--- src/hw/tcw_pkg.sv ---
package tcw_pkg;

  // Register offsets (byte addresses).
  localparam logic [7:0] OFS_CONTROL     = 8'h00;
  localparam logic [7:0] OFS_MODE        = 8'h04;
  localparam logic [7:0] OFS_LIVE_COUNT  = 8'h10;
  localparam logic [7:0] OFS_COMPARE_A   = 8'h14;
  localparam logic [7:0] OFS_COMPARE_B   = 8'h18;
  localparam logic [7:0] OFS_COMPARE_C   = 8'h1C;
  localparam logic [7:0] OFS_STATUS      = 8'h20;

  // Control command bits.
  localparam int CTL_CLOCK_ENABLE  = 0;
  localparam int CTL_CLOCK_DISABLE = 1;
  localparam int CTL_SOFT_TRIGGER  = 2;

  // Mode register field positions (low bit of each field).
  localparam int MODE_CLOCK_SELECT   = 0;
  localparam int MODE_EDGE_INVERT    = 3;
  localparam int MODE_GATE_SELECT    = 4;
  localparam int MODE_STOP_ON_C      = 6;
  localparam int MODE_DISABLE_ON_C   = 7;
  localparam int MODE_EVENT_EDGE     = 8;
  localparam int MODE_EVENT_SOURCE   = 10;
  localparam int MODE_EVENT_TRIGGER  = 12;
  localparam int MODE_COUNT_SHAPE    = 13;
  localparam int MODE_WAVEFORM       = 15;
  localparam int MODE_A_ON_A_MATCH   = 16;
  localparam int MODE_A_ON_C_MATCH   = 18;
  localparam int MODE_A_ON_EVENT     = 20;
  localparam int MODE_A_ON_SOFT      = 22;
  localparam int MODE_B_ON_B_MATCH   = 24;
  localparam int MODE_B_ON_C_MATCH   = 26;
  localparam int MODE_B_ON_EVENT     = 28;
  localparam int MODE_B_ON_SOFT      = 30;

  // Status register bit positions.
  localparam int STAT_CLOCK_ON = 16;
  localparam int STAT_MIRROR_A = 17;
  localparam int STAT_MIRROR_B = 18;

  // Reset values.
  localparam logic [31:0] RST_MODE    = 32'h0000_0000;
  localparam logic [15:0] RST_COUNT   = 16'h0000;
  localparam logic [15:0] RST_COMPARE = 16'h0000;

  localparam logic [15:0] COUNT_TOP = 16'hFFFF;

  typedef enum logic [1:0] {
    TCW_ACT_NONE,
    TCW_ACT_SET,
    TCW_ACT_CLEAR,
    TCW_ACT_TOGGLE
  } tcw_action_t;

endpackage

--- src/hw/tcw_channel.sv ---
`timescale 1ns/1ns
// Notes on behaviour
// - Counter ticks from one of five divided or three external clocks, edge selectable.
// - Gating field ANDs the selected clock with external input 0, 1 or 2.
// - Stop-on-C bit stops the counter clock when the counter reaches C.
// - Disable-on-C bit disables the counter clock when the counter reaches C.
// - Event edge field picks none, rising, falling or both edges.
// - Event source picks line B or external input 0, 1 or 2.
// - With line B as event source, line B becomes an input and is released.
// - Without event trigger enable, events only drive the programmed line actions.
// - With event trigger enable, each event resets the counter and clears the stop state; the clock enable is unchanged.
// - Count shape selects up or up-down, each with or without C-match trigger.
// - Waveform bit enables waveform operation; field layout follows this bit.
// - Compare A match applies its action to line A.
// - Compare C match applies its own action to line A.
// - External event applies its action to line A.
// - Software trigger applies its action to line A.
// - Compare B match applies its action to line B.
// - Compare C match applies its own action to line B.
// - External event applies its action to line B.
// - Software trigger applies its action to line B.
// - Live count register returns the 16-bit counter, upper bits zero.
// - Compare A is always readable, writable only in waveform operation.
// - Compare B is always readable, writable only in waveform operation.
// - Compare C is always readable and writable.
// - Writing 1 to the soft trigger command resets the counter and clears the stop state; it does not enable the clock.
module tcw_channel (
  input  wire logic        i_core_clk,   // Core clock, 250 MHz.
  input  wire logic        i_srst,       // Synchronous reset, active high.
  input  wire logic [7:0]  i_addr,       // Register byte address.
  input  wire logic [31:0] i_wdata,      // Register write data.
  input  wire logic        i_wr,         // Write strobe.
  input  wire logic        i_rd,         // Read strobe.
  output logic      [31:0] o_rdata,      // Read data, valid the cycle after i_rd.
  input  wire logic [4:0]  i_div_clk,    // Internal divided clocks 1 to 5.
  input  wire logic [2:0]  i_ext_clk,    // External clock inputs 0 to 2.
  output logic             o_io_a,       // Line A output level.
  output logic             o_io_a_oe_n,  // Line A output enable, low drives.
  input  wire logic        i_io_b,       // Line B pin level.
  output logic             o_io_b,       // Line B output level.
  output logic             o_io_b_oe_n   // Line B output enable, low drives.
);

  // Two-stage synchronisers: bits 4..0 divided clocks, 7..5 external, 8 line B.
  logic [8:0]  sync1_q;
  logic [8:0]  sync2_q;

  logic [31:0] mode_q;
  logic [31:0] mode_d;
  logic [15:0] cmp_a_q;
  logic [15:0] cmp_a_d;
  logic [15:0] cmp_b_q;
  logic [15:0] cmp_b_d;
  logic [15:0] cmp_c_q;
  logic [15:0] cmp_c_d;
  logic [31:0] rdata_d;

  logic [15:0] count_q;
  logic [15:0] count_d;
  logic        down_q;
  logic        down_d;
  logic        clk_on_q;
  logic        clk_on_d;
  logic        stopped_q;
  logic        stopped_d;
  logic        moved_q;
  logic        moved_d;
  logic        gclk_q;
  logic        gclk_d;
  logic        evt_q;
  logic        evt_d;
  logic        line_a_q;
  logic        line_a_d;
  logic        line_b_q;
  logic        line_b_d;

  logic [2:0]  clk_sel;
  logic [1:0]  gate_sel;
  logic [1:0]  evt_edge;
  logic [1:0]  evt_src;
  logic [1:0]  shape;
  logic        wave;
  logic [7:0]  src_all;
  logic        sel_clk;
  logic        gate;
  logic        tick;
  logic        evt_now;
  logic        evt_hit;
  logic        soft_trig;
  logic        trig;
  logic        run;
  logic        match_a;
  logic        match_b;
  logic        match_c;
  logic [15:0] top;

  assign clk_sel  = mode_q[tcw_pkg::MODE_CLOCK_SELECT +: 3];
  assign gate_sel = mode_q[tcw_pkg::MODE_GATE_SELECT +: 2];
  assign evt_edge = mode_q[tcw_pkg::MODE_EVENT_EDGE +: 2];
  assign evt_src  = mode_q[tcw_pkg::MODE_EVENT_SOURCE +: 2];
  assign shape    = mode_q[tcw_pkg::MODE_COUNT_SHAPE +: 2];
  assign wave     = mode_q[tcw_pkg::MODE_WAVEFORM];

  // Applies one action to a line level.
  function automatic logic act_apply(input logic cur, input logic [1:0] act);
    logic res;
    res = cur;
    case (tcw_pkg::tcw_action_t'(act))
      tcw_pkg::TCW_ACT_SET:    res = 1'b1;
      tcw_pkg::TCW_ACT_CLEAR:  res = 1'b0;
      tcw_pkg::TCW_ACT_TOGGLE: res = ~cur;
      default:                 res = cur;
    endcase
    return res;
  endfunction

  // Picks the highest-priority active request with a non-null action.
  function automatic logic line_next(
    input logic       cur,
    input logic       m1,
    input logic [1:0] a1,
    input logic       m2,
    input logic [1:0] a2,
    input logic       ev,
    input logic [1:0] ae,
    input logic       sw,
    input logic [1:0] as
  );
    logic res;
    res = cur;
    if (sw && as != 2'b00) begin
      res = act_apply(cur, as);
    end else if (ev && ae != 2'b00) begin
      res = act_apply(cur, ae);
    end else if (m2 && a2 != 2'b00) begin
      res = act_apply(cur, a2);
    end else if (m1 && a1 != 2'b00) begin
      res = act_apply(cur, a1);
    end
    return res;
  endfunction

  always_ff @(posedge i_core_clk) begin
    if (i_srst) begin
      sync1_q <= 9'h000;
      sync2_q <= 9'h000;
    end else begin
      sync1_q <= {i_io_b, i_ext_clk, i_div_clk};
      sync2_q <= sync1_q;
    end
  end

  // Counter clock: selection, gating and edge choice.
  assign src_all = sync2_q[7:0];
  assign sel_clk = src_all[clk_sel];
  always_comb begin
    case (gate_sel)
      2'd1:    gate = sync2_q[5];
      2'd2:    gate = sync2_q[6];
      2'd3:    gate = sync2_q[7];
      default: gate = 1'b1;
    endcase
  end
  assign gclk_d = sel_clk & gate;
  assign tick   = mode_q[tcw_pkg::MODE_EDGE_INVERT] ? (gclk_q & ~gclk_d)
                                                    : (~gclk_q & gclk_d);

  // External event source and edge detection.
  always_comb begin
    case (evt_src)
      2'd1:    evt_now = sync2_q[5];
      2'd2:    evt_now = sync2_q[6];
      2'd3:    evt_now = sync2_q[7];
      default: evt_now = sync2_q[8];
    endcase
  end
  assign evt_d = evt_now;
  always_comb begin
    case (evt_edge)
      2'd1:    evt_hit = ~evt_q & evt_now;
      2'd2:    evt_hit = evt_q & ~evt_now;
      2'd3:    evt_hit = evt_q ^ evt_now;
      default: evt_hit = 1'b0;
    endcase
  end

  assign soft_trig = i_wr && i_addr == tcw_pkg::OFS_CONTROL
                     && i_wdata[tcw_pkg::CTL_SOFT_TRIGGER];
  assign trig = soft_trig
                || (evt_hit && mode_q[tcw_pkg::MODE_EVENT_TRIGGER]);
  assign run  = clk_on_q && !stopped_q;

  // Compares look at the counter in the cycle after it takes a new value.
  assign match_a = wave && moved_q && count_q == cmp_a_q;
  assign match_b = wave && moved_q && count_q == cmp_b_q;
  assign match_c = wave && moved_q && count_q == cmp_c_q;

  assign top = shape[1] ? cmp_c_q : tcw_pkg::COUNT_TOP;

  // Counter, direction, clock state.
  always_comb begin
    count_d   = count_q;
    down_d    = down_q;
    moved_d   = 1'b0;
    clk_on_d  = clk_on_q;
    stopped_d = stopped_q;
    if (i_wr && i_addr == tcw_pkg::OFS_CONTROL) begin
      if (i_wdata[tcw_pkg::CTL_CLOCK_DISABLE]) begin
        clk_on_d = 1'b0;
      end else if (i_wdata[tcw_pkg::CTL_CLOCK_ENABLE]) begin
        clk_on_d = 1'b1;
      end
    end
    if (match_c && mode_q[tcw_pkg::MODE_STOP_ON_C]) begin
      stopped_d = 1'b1;
    end
    if (match_c && mode_q[tcw_pkg::MODE_DISABLE_ON_C]) begin
      clk_on_d = 1'b0;
    end
    if (trig) begin
      count_d   = tcw_pkg::RST_COUNT;
      down_d    = 1'b0;
      stopped_d = 1'b0;
      moved_d   = 1'b1;
    end else if (run && tick && wave) begin
      moved_d = 1'b1;
      case (shape)
        2'b10: begin
          count_d = (count_q == cmp_c_q) ? tcw_pkg::RST_COUNT : count_q + 16'h0001;
        end
        2'b01, 2'b11: begin
          if (!down_q && count_q >= top) begin
            down_d  = 1'b1;
            count_d = count_q - 16'h0001;
          end else if (down_q && count_q == 16'h0000) begin
            down_d  = 1'b0;
            count_d = 16'h0001;
          end else begin
            count_d = down_q ? count_q - 16'h0001 : count_q + 16'h0001;
          end
        end
        default: count_d = count_q + 16'h0001;
      endcase
    end
  end

  // Waveform lines.
  always_comb begin
    line_a_d = line_next(line_a_q,
                         match_a, mode_q[tcw_pkg::MODE_A_ON_A_MATCH +: 2],
                         match_c, mode_q[tcw_pkg::MODE_A_ON_C_MATCH +: 2],
                         evt_hit, mode_q[tcw_pkg::MODE_A_ON_EVENT +: 2],
                         soft_trig && wave,
                         mode_q[tcw_pkg::MODE_A_ON_SOFT +: 2]);
    line_b_d = line_next(line_b_q,
                         match_b, mode_q[tcw_pkg::MODE_B_ON_B_MATCH +: 2],
                         match_c, mode_q[tcw_pkg::MODE_B_ON_C_MATCH +: 2],
                         evt_hit, mode_q[tcw_pkg::MODE_B_ON_EVENT +: 2],
                         soft_trig && wave,
                         mode_q[tcw_pkg::MODE_B_ON_SOFT +: 2]);
  end

  assign o_io_a      = line_a_q;
  assign o_io_a_oe_n = ~wave;
  assign o_io_b      = line_b_q;
  assign o_io_b_oe_n = ~(wave && evt_src != 2'b00);

  // Register writes and reads.
  always_comb begin
    mode_d  = mode_q;
    cmp_a_d = cmp_a_q;
    cmp_b_d = cmp_b_q;
    cmp_c_d = cmp_c_q;
    rdata_d = 32'h0000_0000;
    if (i_wr) begin
      case (i_addr)
        tcw_pkg::OFS_MODE:      mode_d = i_wdata;
        tcw_pkg::OFS_COMPARE_A: if (wave) cmp_a_d = i_wdata[15:0];
        tcw_pkg::OFS_COMPARE_B: if (wave) cmp_b_d = i_wdata[15:0];
        tcw_pkg::OFS_COMPARE_C: cmp_c_d = i_wdata[15:0];
        default:                mode_d = mode_q;
      endcase
    end
    if (i_rd) begin
      case (i_addr)
        tcw_pkg::OFS_MODE:       rdata_d = mode_q;
        tcw_pkg::OFS_LIVE_COUNT: rdata_d = {16'h0000, count_q};
        tcw_pkg::OFS_COMPARE_A:  rdata_d = {16'h0000, cmp_a_q};
        tcw_pkg::OFS_COMPARE_B:  rdata_d = {16'h0000, cmp_b_q};
        tcw_pkg::OFS_COMPARE_C:  rdata_d = {16'h0000, cmp_c_q};
        tcw_pkg::OFS_STATUS: begin
          rdata_d[tcw_pkg::STAT_CLOCK_ON] = clk_on_q;
          rdata_d[tcw_pkg::STAT_MIRROR_A] = line_a_q;
          rdata_d[tcw_pkg::STAT_MIRROR_B] = wave && evt_src != 2'b00 ? line_b_q : sync2_q[8];
        end
        default:                 rdata_d = 32'h0000_0000;
      endcase
    end
  end

  always_ff @(posedge i_core_clk) begin
    if (i_srst) begin
      mode_q    <= tcw_pkg::RST_MODE;
      cmp_a_q   <= tcw_pkg::RST_COMPARE;
      cmp_b_q   <= tcw_pkg::RST_COMPARE;
      cmp_c_q   <= tcw_pkg::RST_COMPARE;
      o_rdata   <= 32'h0000_0000;
      count_q   <= tcw_pkg::RST_COUNT;
      down_q    <= 1'b0;
      moved_q   <= 1'b0;
      clk_on_q  <= 1'b0;
      stopped_q <= 1'b0;
      gclk_q    <= 1'b0;
      evt_q     <= 1'b0;
      line_a_q  <= 1'b0;
      line_b_q  <= 1'b0;
    end else begin
      mode_q    <= mode_d;
      cmp_a_q   <= cmp_a_d;
      cmp_b_q   <= cmp_b_d;
      cmp_c_q   <= cmp_c_d;
      o_rdata   <= rdata_d;
      count_q   <= count_d;
      down_q    <= down_d;
      moved_q   <= moved_d;
      clk_on_q  <= clk_on_d;
      stopped_q <= stopped_d;
      gclk_q    <= gclk_d;
      evt_q     <= evt_d;
      line_a_q  <= line_a_d;
      line_b_q  <= line_b_d;
    end
  end

endmodule

--- config.mk ---
export PLATFORM = sky130hd
export DESIGN_NAME = tcw_channel
export DESIGN_NICKNAME = d
export VERILOG_FILES = /design/src/hw/tcw_pkg.sv /design/src/hw/tcw_channel.sv
export SDC_FILE = /design/constraint.sdc
export NUM_CORES = 1
export LEC_CHECK = 0
export ABC_AREA = 1
export BUFFER_PORTS_ARGS = -buffer_cell sky130_fd_sc_hd__buf_2
export CAP_MARGIN = 30
export CORE_MARGIN = 2
export CORE_UTILIZATION = 60
export DETAILED_ROUTE_END_ITERATION = 6
export GPL_TIMING_DRIVEN = 0
export PLACE_DENSITY = 0.87
export SLEW_MARGIN = 20
export SYNTH_ARGS = -nofsm -noshare
export SYNTH_HDL_FRONTEND = slang
export SYNTH_SLANG_ARGS = --single-unit
--- constraint.sdc ---
create_clock -name i_core_clk -period 2.76 [get_ports i_core_clk]
set_input_delay 0.414 -clock i_core_clk [delete_from_list [all_inputs] [get_ports i_core_clk]]
set_output_delay 0.414 -clock i_core_clk [all_outputs]
set_load 0.1 [all_outputs]
==> results of run 1 <==
## power by group
| group | internal [mW] | switching, mW | total, mW | leakage (nW) |
|---|---|---|---|---|
| registers | 2.24 | 0.00634 | 2.24 | 1.24 |
| clock network | 1.28 | 1.03 | 2.32 | 0.279 |
| logic | 0.0553 | 0.109 | 0.165 | 2.92 |
## worst max-delay path, cell delays in order (launching register included)
cell and delay (ps):
dfxtp_1 310, inv_1 90, o21ai_0 210, a21oi_1 80, a311oi_2 260, inv_1 120, ha_1 200, inv_1 50
o211ai_1 70, nand2_1 160, inv_1 100, nand2_1 90, nand2_1 90, nor2_4 180, inv_1 120, clkbuf_4 230
a21oi_1 190
## how the worst max path moves through the flow
stage	start	end	slack (ps)
3_3_place_gp	mode_q[14]	count_q[4]	-470
2_1_floorplan	mode_q[14]	count_q[4]	400
3_5_place_dp	mode_q[14]	count_q[4]	-490
4_1_cts	mode_q[10]	count_q[6]	8
5_1_grt	sync2_q[6]	count_q[6]	-120
6_report	sync2_q[6]	count_q[6]	120
## cell usage in the layout (no fill, tap or decap), types with 3 or more instances in the layout
cell type	Yosys	layout
inv_1	148	148
nor3_1	22	21
clkbuf_16	0	17
o22ai_1	18	18
clkbuf_1	33	30
nand2_1	244	243
nor3_2	4	5
nor2_1	149	148
nand4_1	11	11
inv_2	11	11
a21oi_2	7	8
buf_2	8	94
a31oi_1	3	3
nand3_1	54	54
buf_6	6	6
inv_6	0	8
dfxtp_1	154	153
xnor2_1	7	7
o21ai_0	110	110
buf_4	10	12
nor2_4	3	4
o211ai_1	5	5
nor2_2	6	6
a21oi_1	127	126
a221oi_1	16	16
xor2_1	34	34
ha_1	29	29
nand2_2	5	6
## state kept, by name, indices dropped and copies added (netlist names), 9 cells and up
register,cells
o_rdata,32
cmp_b_q,16
cmp_a_q,16
sync2_q,9
sync1_q,9
count_q,16
mode_q,32
cmp_c_q,16
## layout make-up
| type | instances | area [µm²] | area share, % |
|---|---|---|---|
| buffer | 59 | 338 | 3.44 |
| clock buffer | 18 | 439 | 4.48 |
| clock inverter | 13 | 130 | 1.33 |
| inverter | 163 | 617 | 6.29 |
| multi-input combinational | 872 | 4520 | 46.1 |
| sequential | 154 | 3080 | 31.4 |
| tap | 180 | 225 | 2.30 |
| timing repair buffer | 89 | 450 | 4.59 |
## cells by family (layout without fill, tap and decap cells)
kind of cell	after synthesis	count (layout)	share of synthesized area, %
fa+ha+maj	29	29	4.25
simple gates	505	505	24.9
compound gates	297	297	19.4
flops	154	154	36.1
xor+xnor	41	41	4.21
buf+inv	223	342	11.1
## through the flow
step                utilization, %  setup WS, ps
detailed placement            66.2          -487
finish                        70.7           118
global route                  70.7          -120
floorplan                        -           405
global placement              66.2          -473
CTS                           70.5          8.04
## repair_timing
item / in CTS / in global routing
endpoints found under the setup margin: 17 / 18
pin swaps: 0 / 2
buffers inserted: 0 / 2
hold buffers: 0 / 0
gates resized for setup: 10 / 6
## layer usage
metal	routed length [µm]	GRT usage [%]	up-vias	part of all wire [%]
met4	1380	21.4	0	5.0
li1	-	-	4278	-
met5	0	0	-	0
met1	10900	45.7	4071	39
met2	12700	60.8	548	46
met3	2690	8.07	114	9.7
## cell usage after synthesis, types with 2 or more instances
cell,count
a21oi_2,7
buf_6,6
nand2_2,5
or2_2,2
o22ai_1,18
xor2_1,34
a21o_1,2
clkbuf_1,33
clkinv_1,3
nor3_2,4
o21ai_0,110
nand2_1,244
buf_1,2
ha_1,29
nor2_1,149
nand4_1,11
buf_4,10
xnor2_1,7
nor3_1,22
inv_2,11
dfxtp_1,154
o211ai_1,5
nor2_4,3
inv_1,148
nand3_1,54
a221oi_1,16
a21oi_1,127
nor2_2,6
buf_2,8
o21ai_1,2
a31oi_1,3
==> results.json, run 1 <==
{
  "outcome": "complete, but fails checks",
  "violations": "design-rule violations",
  "rows": 43,
  "ys_seq_area_share_pct": 36.1,
  "cap_violations": 0,
  "synth_edf_count": 0,
  "io_pins": 89,
  "cts_made_buffers": 17,
  "total_leakage_power_nw": 4.44,
  "worstPathArrival_ps": 2990,
  "dpl.cell_count": 1516,
  "port-buffer-count": 87,
  "start_kind": "register",
  "gp_congestion": 0.976,
  "powerDensity_mw_per_mm2": 482,
  "cts.htree.levels": 4,
  "synthArstFlopShare_pct": 0,
  "dr_total_vias": 9011,
  "yosys_warnings": 0,
  "firstDrtPassIters": 7,
  "core_area_mm2": 0.0139,
  "crit_path_max_fanout": 10,
  "hp-class": "in2reg",
  "synth_seq_cells": 154,
  "grt_max_degree": 17,
  "netlist.area_leader.share_pct": 36.1,
  "initial_core_util_pct": 61.5,
  "synth_cell_type_count": 45,
  "max_freq_mhz": 379,
  "n_antenna_cell": 0,
  "synthTopCellsByArea": "dfxtp_1 36%, nand2_1 11%, a21oi_1 7.5%",
  "avgSynthCellArea_um2": 6.83,
  "cts_num_sinks": 154,
  "die_w_um": 123,
  "worstMarginPinSlew_ps": 681,
  "ir_worst_vdd_uv": 596,
  "fin_skew_ps": 8.60,
  "wl_per_cell_um": 17.9,
  "viasPerCell": 5.82,
  "relSlewSlack_pct": 54.6,
  "antenna_left": 0,
  "synthesis.area_mm2": 0.00853,
  "min-delay-start": "i_ext_clk[0]",
  "rr_startpoint": "sync2_q[6]",
  "finalHoldViolCount": 0,
  "finalPower_mw": 4.72,
  "ys.flop_type": "dfxtp_1",
  "fillers": 1188,
  "drv_slew": 0,
  "die_y_um": 123,
  "finalCriticalPeriod_ps": 2640,
  "r2r_end": "count_q[6]",
  "grt_pass1_vias": 8508,
  "clock_path_buffers": 2,
  "synth_cells": 1249,
  "worstHoldPathCells": 3,
  "crit_type": "reg2reg",
  "cp.required_ps": 3110,
  "cts_tree": "yes",
  "drc": 18,
  "post-route-cell-area_mm2": 0.00981,
  "whs_endpoint": "sync1_q[5]",
  "path_clk_slew_ps": 70,
  "grt.total_usage_pct": 37.4,
  "nNetsFinal": 1438,
  "endpoint_kind": "register",
  "r2r_setup_slack_ps": 120,
  "clk_latency_ps": 430,
  "post-route-period-util_pct": 95.7,
  "placed_area_mm2": 0.00919,
  "die_area_mm2": 0.0152,
  "layout-drive-gt1-share_pct": 14.4,
  "hpwl_um": 20600,
  "root_buffer": "clkbuf_16",
  "drt-initial-drc-count": 1162,
  "finalSetupViolations": 0,
  "mappedNetlistNets": 1331,
  "grt-ovfl-total": 0,
  "setup_tns_ps": 0,
  "yosys.area.top_type": "dfxtp_1",
  "grt_first_pass_wirelength_um": 43300,
  "instances_no_fill": 1548,
  "wirelength_um": 27700,
  "synthToLayoutAreaGrowth_pct": 15.0,
  "whs_ps": 184,
  "reg2reg_depth": 16,
  "antenna_found_initial": 0
}
Note: power is estimated with default switching activity, not from simulation.
==> inputs of run 2 (changes only) <==
- CORE_UTILIZATION: 60 -> 54
- PLACE_DENSITY: 0.87 -> 0.83
- clock period: 2.76 -> 2.4 ns (I/O delays scaled with it)
==> results.json, run 2 (same netlist as run 1, synthesis figures left out) <==
{
  "cts_tree": "yes",
  "worstPathArrival_ps": 2660,
  "cts_made_buffers": 17,
  "clock_path_buffers": 2,
  "initial_core_util_pct": 55.7,
  "grt_max_degree": 19,
  "fillers": 1358,
  "drv_slew": 0,
  "top_regs": "mode_q (32), o_rdata (32)",
  "nNetsFinal": 1445,
  "post-route-period-util_pct": 95.4,
  "start_kind": "register",
  "rows": 45,
  "synthToLayoutAreaGrowth_pct": 19.0,
  "root_buffer": "clkbuf_16",
  "grt-ovfl-total": 0,
  "cap_violations": 0,
  "core_area_mm2": 0.0153,
  "drt-initial-drc-count": 1001,
  "layout-drive-gt1-share_pct": 16.8,
  "dr_total_vias": 9015,
  "outcome": "complete, but fails checks",
  "grt_pass1_vias": 8339,
  "final_cell_mix": "238 x nand2_1, 151 x dfxtp_1, 148 x nor2_1, 142 x inv_1, 121 x a21oi_1",
  "cts_num_sinks": 154,
  "total_leakage_power_nw": 4.56,
  "drc": 4,
  "die_y_um": 130,
  "finalHoldViolCount": 0,
  "die_area_mm2": 0.0168,
  "violations": "design-rule violations",
  "relSlewSlack_pct": 53.9,
  "antenna_found_initial": 0,
  "gp_congestion": 0.985,
  "port-buffer-count": 87,
  "powerDensity_mw_per_mm2": 563,
  "io_pins": 89,
  "cts.htree.levels": 4,
  "die_w_um": 130,
  "hpwl_um": 20100,
  "finalCriticalPeriod_ps": 2290,
  "max_freq_mhz": 437,
  "path_clk_slew_ps": 70,
  "endpoint_kind": "register",
  "finalSetupViolations": 0,
  "grt_first_pass_wirelength_um": 42400,
  "viasPerCell": 5.68,
  "crit_type": "reg2reg",
  "hp-class": "in2reg",
  "worstMarginPinSlew_ps": 692,
  "antenna_left": 0,
  "setup_tns_ps": 0,
  "grt.total_usage_pct": 32.6,
  "n_antenna_cell": 0,
  "utilization_pct": 66.3,
  "firstDrtPassIters": 7,
  "cp.required_ps": 2770,
  "clk_latency_ps": 440,
  "ir_worst_vdd_uv": 471,
  "wl_per_cell_um": 17.2,
  "fin_skew_ps": 10.7,
  "final_common_cell": "nand2_1",
  "wirelength_um": 27300,
  "crit_path_max_fanout": 7
}
run 2: cell types whose count changed in the layout (fill, tap and decap cells not counted), sizes merged:
cell / previous run / this run
clkinvlp: 1 / 0
bufinv: 1 / 2
clkinv: 5 / 7
clkbuf: 51 / 48
buf: 115 / 124
run 2: worst paths after layout:
check	start	cells after the start	slack [ps]	to
setup / recovery	mode_q[14]	15	110	count_q[2]
hold / removal	i_div_clk[2]	3	110	sync1_q[2]
setup reg to reg	mode_q[14]	15	110	count_q[2]
hold reg to reg	sync1_q[5]	2	400	sync2_q[5]
run 2: final cells by class:
cell class                      instances  area [µm²]  area share [%]
Multi-Input combinational cell        872        4630            45.6
Buffer                                 60         374            3.69
Timing Repair Buffer                   95         517            5.09
Inverter                              163         629            6.20
Sequential cell                       154        3090            30.5
Clock inverter                         15         224            2.21
Clock buffer                           17         425            4.19
Tap cell                              211         264            2.60
run 2: routing by layer:
metal,track usage [%],wire (µm),up-vias
li1,-,-,4295
met1,41.1,10900,4100
met5,0,0,-
met3,5.95,2520,116
met4,16.0,1240,0
met2,54.1,12600,504
run 2: repair_timing:
action,in CTS,in global routing
endpoints found under the setup margin,19,20
hold buffers,0,0
gates cloned,0,2
buffers inserted,2,4
pin swaps,3,15
resized for setup,30,36
run 2: metrics by stage:
stage	power (mW)	worst slack [ps]	hold WS [ps]	instance area [µm²]	instances
6_report	5.71	110	114	10200	1587
5_1_grt	5.84	-21.9	112	10200	1587
4_1_cts	5.70	15.0	112	10000	1581
3_5_place_dp	2.81	-898	395	9230	1547
3_3_place_gp	2.81	-838	390	9230	1547
2_1_floorplan	2.72	44.7	388	8530	1249
run 2: worst max-delay path, stage by stage (launching register included):
cell	delay [ps]
dfxtp_4	410
inv_8	50
buf_4	130
nor2_1	130
ha_1	270
a21o_1	160
o21ai_0	160
nand2_1	80
nand2_2	90
nand3_4	110
nand2_8	120
inv_4	60
buf_6	130
nand2_1	60
nand3_1	110
a21oi_2	170
run 2: where the power goes:
group / switching (mW) / internal (mW)
clock: 1.32 / 1.62
combinational: 0.129 / 0.0659
sequential: 0.00683 / 2.57
